### src/hw/occ_regs.svh
// Register offsets, field positions and reset values for the compare block
`ifndef OCC_REGS_SVH
`define OCC_REGS_SVH

// ****************************************************************
// Register offsets
// ****************************************************************
`define OCC_CTRL_BASE 6'h00
`define OCC_CMPA_BASE 6'h10
`define OCC_CMPB_BASE 6'h20
`define OCC_IRQ_STAT 6'h30
`define OCC_IRQ_EN 6'h34
`define OCC_IRQ_CLR 6'h38
`define OCC_IDLE_REG 6'h3C

// ****************************************************************
// Control fields
// ****************************************************************
`define OCC_IDLE_BIT 13
`define OCC_FLT_BIT 4
`define OCC_TSEL_BIT 3
`define OCC_MODE_LSB 0
`define OCC_CTRL_WMASK 16'h200F
`define OCC_CTRL_RESET 16'h0000

`endif

### src/hw/occ_pkg.sv
// Types shared by the compare block
package occ_pkg;

    typedef enum logic [2:0] {
        OCC_OFF = 3'h0,
        OCC_RISE = 3'h1,
        OCC_FALL = 3'h2,
        OCC_TOGGLE = 3'h3,
        OCC_ONESHOT = 3'h4,
        OCC_PULSES = 3'h5,
        OCC_PWM = 3'h6,
        OCC_PWMF = 3'h7
    } occ_mode_t;

endpackage : occ_pkg

### src/hw/occ_cfg_if.sv
// Per channel settings handed from the register file to a channel
`timescale 1ns/1ps
interface occ_cfg_if;
    logic [2:0] mode;
    logic timeSel;
    logic idleHalt;
    logic [15:0] cmpA;
    logic [15:0] cmpB;
    logic pinOut;
    logic faultSeen;
    logic cmpEvent;
    modport regs (output mode, timeSel, idleHalt, cmpA, cmpB,
        input pinOut, faultSeen, cmpEvent);
    modport chan (input mode, timeSel, idleHalt, cmpA, cmpB,
        output pinOut, faultSeen, cmpEvent);
endinterface : occ_cfg_if

### src/hw/occ_channel.sv
// One output compare channel
`timescale 1ns/1ps
module occ_channel (
    // Clock and reset
    input wire logic clk,
    input wire logic rstn,
    // Timebases and status
    input wire logic [15:0] timebaseA,
    input wire logic [15:0] timebaseB,
    input wire logic cpuIdle,
    input wire logic faultIn,
    // Settings
    occ_cfg_if.chan cfg
);

    logic [2:0] mode;
    logic [2:0] lastMode;
    logic pin;
    logic fault;
    logic done;
    logic [15:0] count;
    logic run;
    logic modeChange;
    logic hitA;
    logic hitB;
    logic next_pin;

    assign mode = cfg.mode;
    // RQ1 idle halt gate
    assign run = !(cfg.idleHalt && cpuIdle);
    // RQ4 timebase source select
    assign count = cfg.timeSel ? timebaseB : timebaseA;
    // RQ15 compare on equality
    assign hitA = run && (count == cfg.cmpA);
    assign hitB = run && (count == cfg.cmpB);
    assign modeChange = (mode != lastMode);
    assign cfg.cmpEvent = hitA && (mode != 3'h0);
    assign cfg.pinOut = pin;
    // RQ3 flag zero outside mode 111
    assign cfg.faultSeen = fault && (mode == 3'h7);

    always_comb begin
        next_pin = pin;
        case (occ_pkg::occ_mode_t'(mode))
            // RQ12 disabled channel holds low
            occ_pkg::OCC_OFF: next_pin = 1'b0;
            // RQ11 init low, set on compare
            occ_pkg::OCC_RISE: begin
                if (modeChange) next_pin = 1'b0;
                else if (hitA) next_pin = 1'b1;
            end
            // RQ10 init high, clear on compare
            occ_pkg::OCC_FALL: begin
                if (modeChange) next_pin = 1'b1;
                else if (hitA) next_pin = 1'b0;
            end
            // RQ9 toggle on compare
            occ_pkg::OCC_TOGGLE: begin
                if (hitA) next_pin = !pin;
            end
            // RQ8 init low, single pulse
            occ_pkg::OCC_ONESHOT: begin
                if (modeChange) next_pin = 1'b0;
                else if (hitA && !done) next_pin = 1'b1;
                else if (hitB) next_pin = 1'b0;
            end
            // RQ7 init low, repeated pulses
            occ_pkg::OCC_PULSES: begin
                if (modeChange) next_pin = 1'b0;
                else if (hitA) next_pin = 1'b1;
                else if (hitB) next_pin = 1'b0;
            end
            // RQ6 PWM, fault ignored
            occ_pkg::OCC_PWM: begin
                if (run && count == 16'h0000) next_pin = 1'b1;
                if (hitA) next_pin = 1'b0;
            end
            // RQ5 PWM with fault monitoring
            occ_pkg::OCC_PWMF: begin
                if (run && count == 16'h0000) next_pin = 1'b1;
                if (hitA) next_pin = 1'b0;
                // RQ16 fault forces inactive
                if (faultIn || fault) next_pin = 1'b0;
            end
            default: next_pin = 1'b0;
        endcase
    end

    always_ff @(posedge clk or negedge rstn) begin
        if (!rstn) begin
            pin <= 1'b0;
            lastMode <= 3'h0;
            done <= 1'b0;
        end else begin
            pin <= next_pin;
            lastMode <= mode;
            done <= (mode == 3'h4) && !modeChange && (done || hitA);
        end
    end

    // RQ2 fault flag set, hardware clear
    always_ff @(posedge clk or negedge rstn) begin
        if (!rstn) begin
            fault <= 1'b0;
        end else if (mode == 3'h7 && faultIn) begin
            fault <= 1'b1;
        end else if (mode != 3'h7) begin
            fault <= 1'b0;
        end
    end

endmodule : occ_channel

### src/hw/occ_compare.sv
// Four channel output compare block with Avalon-MM register access
//
// Added by the designer: the address map and the Avalon-MM register port.
`timescale 1ns/1ps
`include "occ_regs.svh"

// Notes on behaviour
// RQ1 - Idle halt bit stops channel in idle
// RQ2 - Fault flag read only, hardware cleared
// RQ3 - Fault flag zero outside mode 111
// RQ4 - Timebase select picks B or A
// RQ5 - Mode 111 is PWM with fault
// RQ6 - Mode 110 is PWM without fault
// RQ7 - Mode 101 low then continuous pulses
// RQ8 - Mode 100 low then one pulse
// RQ9 - Mode 011 toggles on compare
// RQ10 - Mode 010 high then low on compare
// RQ11 - Mode 001 low then high on compare
// RQ12 - Mode 000 disables the channel
// RQ13 - Unused control bits read zero
// RQ14 - Four identical independent channels
// RQ15 - Compare event when count equals value
// RQ16 - Fault forces output low, sets flag
module occ_compare #(
    parameter int NUM_CH = 4
) (
    // Clock and reset
    input wire logic clk,
    input wire logic rstn,
    // Avalon-MM slave
    input wire logic [5:0] address,
    input wire logic read,
    input wire logic write,
    input wire logic [31:0] writedata,
    output logic [31:0] readdata,
    output logic waitrequest,
    // Timebases and system state
    input wire logic [15:0] timebaseA,
    input wire logic [15:0] timebaseB,
    input wire logic cpuIdle,
    input wire logic [NUM_CH-1:0] faultIn,
    // Pins and interrupt
    output logic [NUM_CH-1:0] comparePin,
    output logic irq
);

    // ****************************************************************
    // Bus handshake
    // ****************************************************************
    logic ack;
    logic [15:0] ctrlReg [NUM_CH];
    logic [15:0] cmpAReg [NUM_CH];
    logic [15:0] cmpBReg [NUM_CH];
    logic [2*NUM_CH-1:0] irqStat;
    logic [2*NUM_CH-1:0] irqEn;
    logic [2*NUM_CH-1:0] events;
    logic [2*NUM_CH-1:0] clrMask;
    logic [NUM_CH-1:0] pins;
    logic [NUM_CH-1:0] flags;
    logic [NUM_CH-1:0] hits;
    logic [NUM_CH-1:0] flagsPrev;
    logic req;
    logic wrAck;
    logic [1:0] chIdx;
    logic [3:0] grp;
    logic [31:0] next_readdata;

    assign req = read || write;
    assign waitrequest = req && !ack;
    assign wrAck = write && !ack;
    assign chIdx = address[3:2];
    assign grp = address[5:4] == 2'h3 ? address[5:2] : {address[5:4], 2'h0};
    assign clrMask = (wrAck && address == `OCC_IRQ_CLR)
        ? writedata[2*NUM_CH-1:0] : '0;
    assign irq = |(irqStat & irqEn);

    always_ff @(posedge clk or negedge rstn) begin
        if (!rstn) begin
            ack <= 1'b0;
        end else begin
            ack <= req && !ack;
        end
    end

    // ****************************************************************
    // Channels
    // ****************************************************************
    // RQ14 four identical channels
    genvar g;
    generate
        for (g = 0; g < NUM_CH; g++) begin : gCh
            occ_cfg_if cfg ();
            assign cfg.mode = ctrlReg[g][2:0];
            assign cfg.timeSel = ctrlReg[g][`OCC_TSEL_BIT];
            assign cfg.idleHalt = ctrlReg[g][`OCC_IDLE_BIT];
            assign cfg.cmpA = cmpAReg[g];
            assign cfg.cmpB = cmpBReg[g];
            assign pins[g] = cfg.pinOut;
            assign flags[g] = cfg.faultSeen;
            assign hits[g] = cfg.cmpEvent;
            assign events[g] = hits[g];
            assign events[NUM_CH+g] = flags[g] && !flagsPrev[g];

            occ_channel uChan (
                .clk(clk),
                .rstn(rstn),
                .timebaseA(timebaseA),
                .timebaseB(timebaseB),
                .cpuIdle(cpuIdle),
                .faultIn(faultIn[g]),
                .cfg(cfg)
            );

            always_ff @(posedge clk or negedge rstn) begin
                if (!rstn) begin
                    ctrlReg[g] <= `OCC_CTRL_RESET;
                    cmpAReg[g] <= 16'h0000;
                    cmpBReg[g] <= 16'h0000;
                end else if (wrAck && chIdx == 2'(g)) begin
                    if (grp == 4'h0)
                        ctrlReg[g] <= writedata[15:0] & `OCC_CTRL_WMASK;
                    if (grp == 4'h4)
                        cmpAReg[g] <= writedata[15:0];
                    if (grp == 4'h8)
                        cmpBReg[g] <= writedata[15:0];
                end
            end
        end
    endgenerate

    // ****************************************************************
    // Interrupt status
    // ****************************************************************
    always_ff @(posedge clk or negedge rstn) begin
        if (!rstn) begin
            irqStat <= '0;
            irqEn <= '0;
            flagsPrev <= '0;
            comparePin <= '0;
        end else begin
            flagsPrev <= flags;
            comparePin <= pins;
            irqStat <= (irqStat & ~clrMask) | events;
            if (wrAck && address == `OCC_IRQ_EN)
                irqEn <= writedata[2*NUM_CH-1:0];
        end
    end

    // ****************************************************************
    // Read data
    // ****************************************************************
    always_comb begin
        next_readdata = 32'h0000_0000;
        case (grp)
            // RQ13 unused bits zero
            4'h0: next_readdata = {16'h0000, ctrlReg[chIdx][15:5],
                flags[chIdx], ctrlReg[chIdx][3:0]};
            4'h4: next_readdata = {16'h0000, cmpAReg[chIdx]};
            4'h8: next_readdata = {16'h0000, cmpBReg[chIdx]};
            4'hC: next_readdata = {24'h0, irqStat};
            4'hD: next_readdata = {24'h0, irqEn};
            default: next_readdata = 32'h0000_0000;
        endcase
    end

    always_ff @(posedge clk or negedge rstn) begin
        if (!rstn) begin
            readdata <= 32'h0000_0000;
        end else if (read && !ack) begin
            readdata <= next_readdata;
        end
    end

endmodule : occ_compare

### config.mk
export PLATFORM = sky130hd
export DESIGN_NAME = occ_compare
export DESIGN_NICKNAME = d
export VERILOG_FILES = /design/src/hw/occ_pkg.sv /design/src/hw/occ_cfg_if.sv /design/src/hw/occ_channel.sv /design/src/hw/occ_compare.sv
export VERILOG_INCLUDE_DIRS = /design/src /design/src/hw
export SDC_FILE = /design/constraint.sdc
export NUM_CORES = 1
export LEC_CHECK = 0
export BUFFER_PORTS_ARGS = -buffer_cell sky130_fd_sc_hd__buf_2
export CORE_ASPECT_RATIO = 1.2
export CORE_MARGIN = 8
export CORE_UTILIZATION = 55
export DETAILED_ROUTE_END_ITERATION = 7
export PLACE_DENSITY = 0.75
export SLEW_MARGIN = 20
export SYNTH_ARGS = -nofsm -noshare
export SYNTH_HDL_FRONTEND = slang
export SYNTH_SLANG_ARGS = --single-unit
export TNS_END_PERCENT = 30
### constraint.sdc
create_clock -name clk -period 2.4 [get_ports clk]
set_clock_uncertainty 0.05 [all_clocks]
set_input_delay 0.36 -clock clk [delete_from_list [all_inputs] [get_ports clk]]
set_output_delay 0.36 -clock clk [all_outputs]
set_load 0.01 [all_outputs]
# Yosys cells after proc, flatten, opt, wreduce, memory -nomap -nowiden
# Cells that the tools add are included.
[classes]
magnitude_cmp = 2
eq_ne = 66
n_mux = 82
bitwise = 5
reduce_logical = 118
[ops]
columns = ["cell", "count"]
rows = [
  ["16-bit two-way mux", 10],
  ["16-bit == test", 8],
  ["16-bit binary-select mux with 2-bit select", 3],
  ["16-bit case mux with 5 select lines", 1],
  ["16-bit zero test", 4],
  ["1-bit two-way mux", 61],
  ["1-bit logical AND", 53],
  ["3-bit == test, second input constant", 16],
  ["1-bit case mux with 8 select lines", 4],
  ["3-bit by 2-bit == test with 1-bit output, second input constant", 8],
  ["3-bit by 1-bit != test with 1-bit output, second input constant", 8],
  ["2-bit AND reduction", 12],
  ["1-bit zero test", 21],
  ["8-bit AND", 2],
  ["3-bit by 1-bit == test with 1-bit output, second input constant", 4],
  ["4-bit == test, second input constant", 3],
  ["6-bit == test, second input constant", 2],
  ["3-bit zero test", 4],
  ["3-bit != test", 4],
  ["3-bit != test, second input constant", 4],
  ["3-bit AND reduction", 4],
  ["3-bit nonzero test", 4],
  ["1-bit logical OR", 9],
  ["8-bit two-way mux", 1],
  ["15 further kinds", 23],
]
[word_totals]
regBits = 229
in_bits = 79
output_inout_bits = 38
word_cells = 307

# Longest topological paths before layout
[logic_depth]
word_depth = 7
mapped_depth = 10
ltp_nobuf = 7

# By module
# Synthesis repeated with hierarchy kept, for this count alone.
[unflattened]
cells_unflattened = 1071
area_unflattened_um2 = 12828.6
[modules_own_cells]
columns = ["mod", "n_inst", "cells_per_inst", "area_each_um2", "seq_area_each_um2"]
rows = [
  ["occ_compare", 1, 595, 8694.6, 4729.5],
  ["occ_channel", 4, 119, 1033.5, 150.1],
]

# Least setup slack after synthesis
# Ideal clock, no wire load.
[synth_timing]
kind = "register -> register"
startpoint = "register ctrlReg[3] (netlist bit)"
endpoint = "register gCh[3].uChan.pin"
setup_ns = 0.139
arrival_ns = 1.906
t_required_ns = 2.211
path_slack_ns = 0.304
path_stages_with_launch = 9
path_buffers = 2
synth_period_minus_slack_ns = 2.096
cell_sequence = "dfrtp_1 buf_6 buf_6 mux2i_1 xor2_1 nand4_1 a2111oi_4 mux2i_1 a22oi_2"
[synth_between]
elab_chain_len = 7
elab_cells_between_ends = 21
cone_classes = "5 x eq/ne; 10 x mux; 6 x reduce/logical"
[synth_rtl]
columns = ["item", "line_no", "source"]
rows = [
  ["start: declaration", "occ_compare.sv:51", "logic [15:0] ctrlReg [NUM_CH];"],
  ["start signal: indexed assignment", "occ_compare.sv:116", "ctrlReg[g] <= `OCC_CTRL_RESET;"],
  ["start signal: indexed assignment", "occ_compare.sv:121", "ctrlReg[g] <= writedata[15:0] & `OCC_CTRL_WMASK;"],
  ["16-bit two-way mux *", "occ_channel.sv:32", "assign count = cfg.timeSel ? timebaseB : timebaseA;"],
  ["16-bit == test (tied with other cells)", "occ_channel.sv:35", "assign hitB = run && (count == cfg.cmpB);"],
  ["1-bit logical AND (on tied branches)", "n/a", ""],
  ["1-bit two-way mux / 1-bit logical AND (equally long branches)", "n/a", ""],
  ["1-bit two-way mux (on tied branches)", "occ_channel.sv:70, occ_channel.sv:64, occ_channel.sv:76", ""],
  ["1-bit two-way mux (on tied branches)", "occ_channel.sv:69, occ_channel.sv:63, occ_channel.sv:83", ""],
  ["1-bit case mux with 8 select lines", "occ_channel.sv:44", "case (occ_pkg::occ_mode_t'(mode))"],
  ["end signal: assignment", "occ_channel.sv:95", "pin <= next_pin;"],
  ["end: declaration", "occ_channel.sv:18", "logic pin;"],
]
# Mark *: on every way between the ends. The rest lies on a longest branch, timed or not.
# A chain may end at the register's enable or synchronous reset.

# Worst setup path after layout
# Same ends and word-level chain as after synthesis.

==> results by stage <==
Run status:
- The flow ran to the end, but the final reports show violations.
- The final reports fail on setup timing.

Cells and area:
- The top cell types in the final layout, fill and taps aside, are dfrtp_1, mux2_2, buf_2, buf_4, xnor2_1.
- The area used by multi-input combinational logic is 6810 um^2.
- The most common cell after layout, fill and taps aside is dfrtp_1.
- Across the whole layout, storage elements account for 5330 um^2.
- Of the cells placed in the final design, the portion with a size suffix greater than 1 is 37.9%.
- After the flow finishes, the layout carries non-filler instances totaling 1482.
- Counting the fill cells in the layout gives 1693.
- The final layout contains 1269 nets.
- The area growth from synthesis to layout is 18.0%.

STA:
- The number of setup violations in the final report is 3.
- The total count of max-transition violations in the final report was 0.
- The time the final worst path needs with I/O delays and setup is 2540 ps.
- The final-report hold violation count is 0.
- The relative slew slack is 59.2%.
- Across all setup checks in the final design, the least slack found is -141 ps.
- The worst path uses 106% of the clock period.
- Setup repair after global routing could not meet its margin everywhere.
- The slew at the pin with the worst max-slew slack is 610 ps.
- The setup TNS after final layout is -233 ps.
- For this run, the top clock speed supported by timing is 394 MHz.

Placement:
- The number of port buffers is 84.
- The number of instances in the placed design is 1436.
- The placer congestion estimate is 1.04.
- Summed over all nets, the half-perimeter wirelength after detailed placement is 29700 um.

CTS:
- The number of levels the H-tree was split into is 1.
- The buffer depth of the longest clock path is 3.
- TritonCTS built the clock tree.
- Clock latency on the worst-skew pair, taken at its later pin, is 520 ps.
- The number of sinks handled by clock tree synthesis is 213.
- In this run the clock root is driven by a clkbuf_16.
- Clock-pin slew was measured on the worst setup and hold paths at 60 ps.
- The number of clock buffers added by TritonCTS is 23.

Floorplan:
- The region available for standard cell placement spans 22200 um^2.
- Once the floorplan was initialized, standard cells occupied 55.6% of the core.
- The number of rows created at floorplan is 60.
- The die outline width is 153 um.
- The number of I/O pins is 117.
- The floorplan step set the die height to 180 um.
- The die covers 27500 um^2.

Critical path:
- Traced cell by cell, the critical path runs through buf_12, mux2i_4, xnor2_2, nor4_2, nand3_1, a2111oi_4, buf_4, mux2i_2, a22oi_2.
- The critical path launch point type is a flip-flop.
- The worst setup path is captured at a flip-flop.
- The largest fanout on the critical path is 20.
- Data arrives at the worst endpoint at 2870 ps.
- At the worst endpoint, the required time is 2730 ps.
- The slowest stage of the critical path is the dfrtp_1 cell.
- The worst register-to-register path begins at ctrlReg[3].
- The largest single stage delay on the critical path is 370 ps.
- The launch point of the worst path is ctrlReg[3].
- The cell family contributing the most delay on the critical path is simple AND/OR/NAND/NOR gates.
- The setup path with the least slack is of type flip-flop to flip-flop.
- The total buffers and inverters traversed by the critical path is 2.

Synthesis:
- The post-synthesis cell count is 1052.
- Of all flip-flops after synthesis, the portion carrying an async set or reset was 100%.
- In this run, synthesis produced a sequential element count of 213.
- For this run, the number of Yosys warnings is 0.
- The prevailing post-synth register cell is dfrtp_1.
- The count of flip-flops with a built-in enable after synthesis is 0.
- The share of the Yosys chip area taken by registers is 43.1%.
- In this run the cell area of the synthesized design comes to 12400 um^2.
- The average cell area after synthesis is 11.7 um^2.
- The number of library cell types mapped by synthesis is 63.

Drt:
- The remaining design rule violation count is 0.
- For this block, the initial DRC count from the detailed router was 956.
- Before antenna repair, the detailed router went through 5 iterations.
- After detailed routing, the average wire length per cell comes to 27.4 um.
- Wires add up to 40600 um.
- Using the TritonRoute via totals, the vias-per-cell ratio works out to 6.54.
- The detail route stage leaves a number of antenna-violating nets equal to 0.
- The detailed router placed 9691 vias in this run.

Global routing:
- Entering global routing, the biggest net connects 73 pins.
- The first global-routing pass estimated 61900 um of wire.
- The initial antenna violation count was 0.
- The number of global-route vias before repair is 9964.
- Global routing finished with a remaining overflow of 0.
- The global router's overall resource usage is 29.3%.

Power:
- The net switching power is 4.44 mW.
- The switching share of total power is 34.4%.
- The register share of total power is 41.0%.
- In this run the power density over the cells is 886 nW/um^2.
- Combinational cells account for 32.6% of the total power.
- The static leakage is 6.41 nW.
- The design draws 12.9 mW.
- The cell-internal power is 8.46 mW.
- The largest vdd supply drop is 680 uV.
- The fraction of power consumed by the clock network is 26.4%.

Min path:
- The path class of the tightest hold or removal check is input port to flip-flop.
- The origin of the worst min-delay path is faultIn[2].

Flow run:
- Max-cap violations in this run came to 0.
[synth_stat cells (5+ instances only)]
cell      instances  area share [%]
a21oi_1          24            0.97
nand4_1          16            0.81
a22oi_1          17             1.0
mux2_2          157              14
clkbuf_1         46             1.4
inv_1            12            0.36
a222oi_1          9            0.73
mux4_2           37             6.7
mux2i_1          64             5.2
buf_6             5            0.46
nand2_1          62             1.9
buf_2            10            0.40
dfrtp_1         213              43
nor2_1           30            0.91
mux2i_2           6            0.67
xor2_1           58             4.1
nor3b_1          10            0.61
nor4_1           29             1.5
o21ai_0          25             1.0
nor2b_1           6            0.30
xnor2_1          74             5.2
nand3_1          25             1.0
nor3_1           20            0.81
buf_4            16            0.97
a21o_1           10            0.61
[sequential cells by signal, summed over array words and instances, names as in the netlist, 8 cells and up]
name                count
irqStat                 8
gCh.uChan.lastMode     12
readdata               16
gCh.cfg.cmpB           64
gCh.cfg.cmpA           64
ctrlReg                20
irqEn                   8
[power groups by stage]
stage / Clock [mW] / Combinational (mW) / Sequential [mW]
floorplan: 0 / 2.71 / 4.97
global placement: 0 / 3.83 / 5.28
detailed placement: 0 / 3.91 / 5.32
CTS: 3.45 / 3.99 / 5.26
global route: 3.60 / 4.44 / 5.38
finish: 3.41 / 4.21 / 5.29
[per-stage QoR]
stage          hold WS, ps  instance area [um^2]  utilization, %  setup slack [ps]
2_1_floorplan         14.4                 12400               -               304
3_3_place_gp           329                 13600            61.1             -79.9
3_5_place_dp           331                 13600            61.1              -190
4_1_cts               36.5                 14400            64.7             -70.7
5_1_grt               50.2                 14600            65.6              -175
6_report              49.8                 14600            65.6              -141
[worst paths after layout]
check	end	slack, ps	cells after the start
worst max-delay path	gCh[3].uChan.cfg.pinOut	-140	9
worst min-delay path	gCh[2].uChan.fault	50	3
worst max register to register	gCh[3].uChan.cfg.pinOut	-140	9
worst min register to register	comparePin[0]	370	0
max in group asynchronous	gCh[2].cfg.cmpB[5]	1230	3
min in group asynchronous	gCh[2].uChan.lastMode[1]	380	2
[layout make-up]
class,instances,share of cell area (%)
well taps,279,2.39
diodes,1,0.0172
repair buffers,180,9.09
clock buffers,36,4.70
inverters,12,0.309
multi-input cells,756,46.7
clock inverters,5,0.197
flip-flops and latches,213,36.6
[worst register-to-register path, delay by kind of cell (launching register included)]
kind / cells / cell delay (ps)
flip-flops: 1 / 370
AND/OR/NAND/NOR: 2 / 590
buffers and inverters: 2 / 400
AO/OA/AOI/OAI: 2 / 350
XOR/XNOR: 1 / 100
multiplexers: 2 / 560
[cell families (layout without fill, tap and decap cells)]
logic type	after synthesis	after routing	share of synthesized area, %
multiplexers	265	265	27.1
AND/OR/NAND/NOR	221	221	9.27
flip-flops	213	213	43.1
XOR/XNOR	132	132	9.36
AO/OA/AOI/OAI	118	118	6.68
buffers and inverters	98	233	4.04
adder cells (fa/ha/maj)	4	4	0.405
other	1	17	0.0303
[timing repair]
item | 4_1_cts | 5_1_grt
gates cloned | 0 | 1
endpoints found under the setup margin | 5 | 9
pin swaps | 5 | 4
gates resized for setup | 12 | 31
endpoints found under the hold margin | 66 | 0
setup buffers | 1 | 1
hold buffers | 1 | 0
[per-layer routing]
metal | routed length (um) | GRT usage, %
met2 | 19100 | 47.3
met4 | 2710 | 17.2
met3 | 3560 | 5.90
met5 | 0 | 0
met1 | 15200 | 36.1
(Power assumes the default switching activity.)
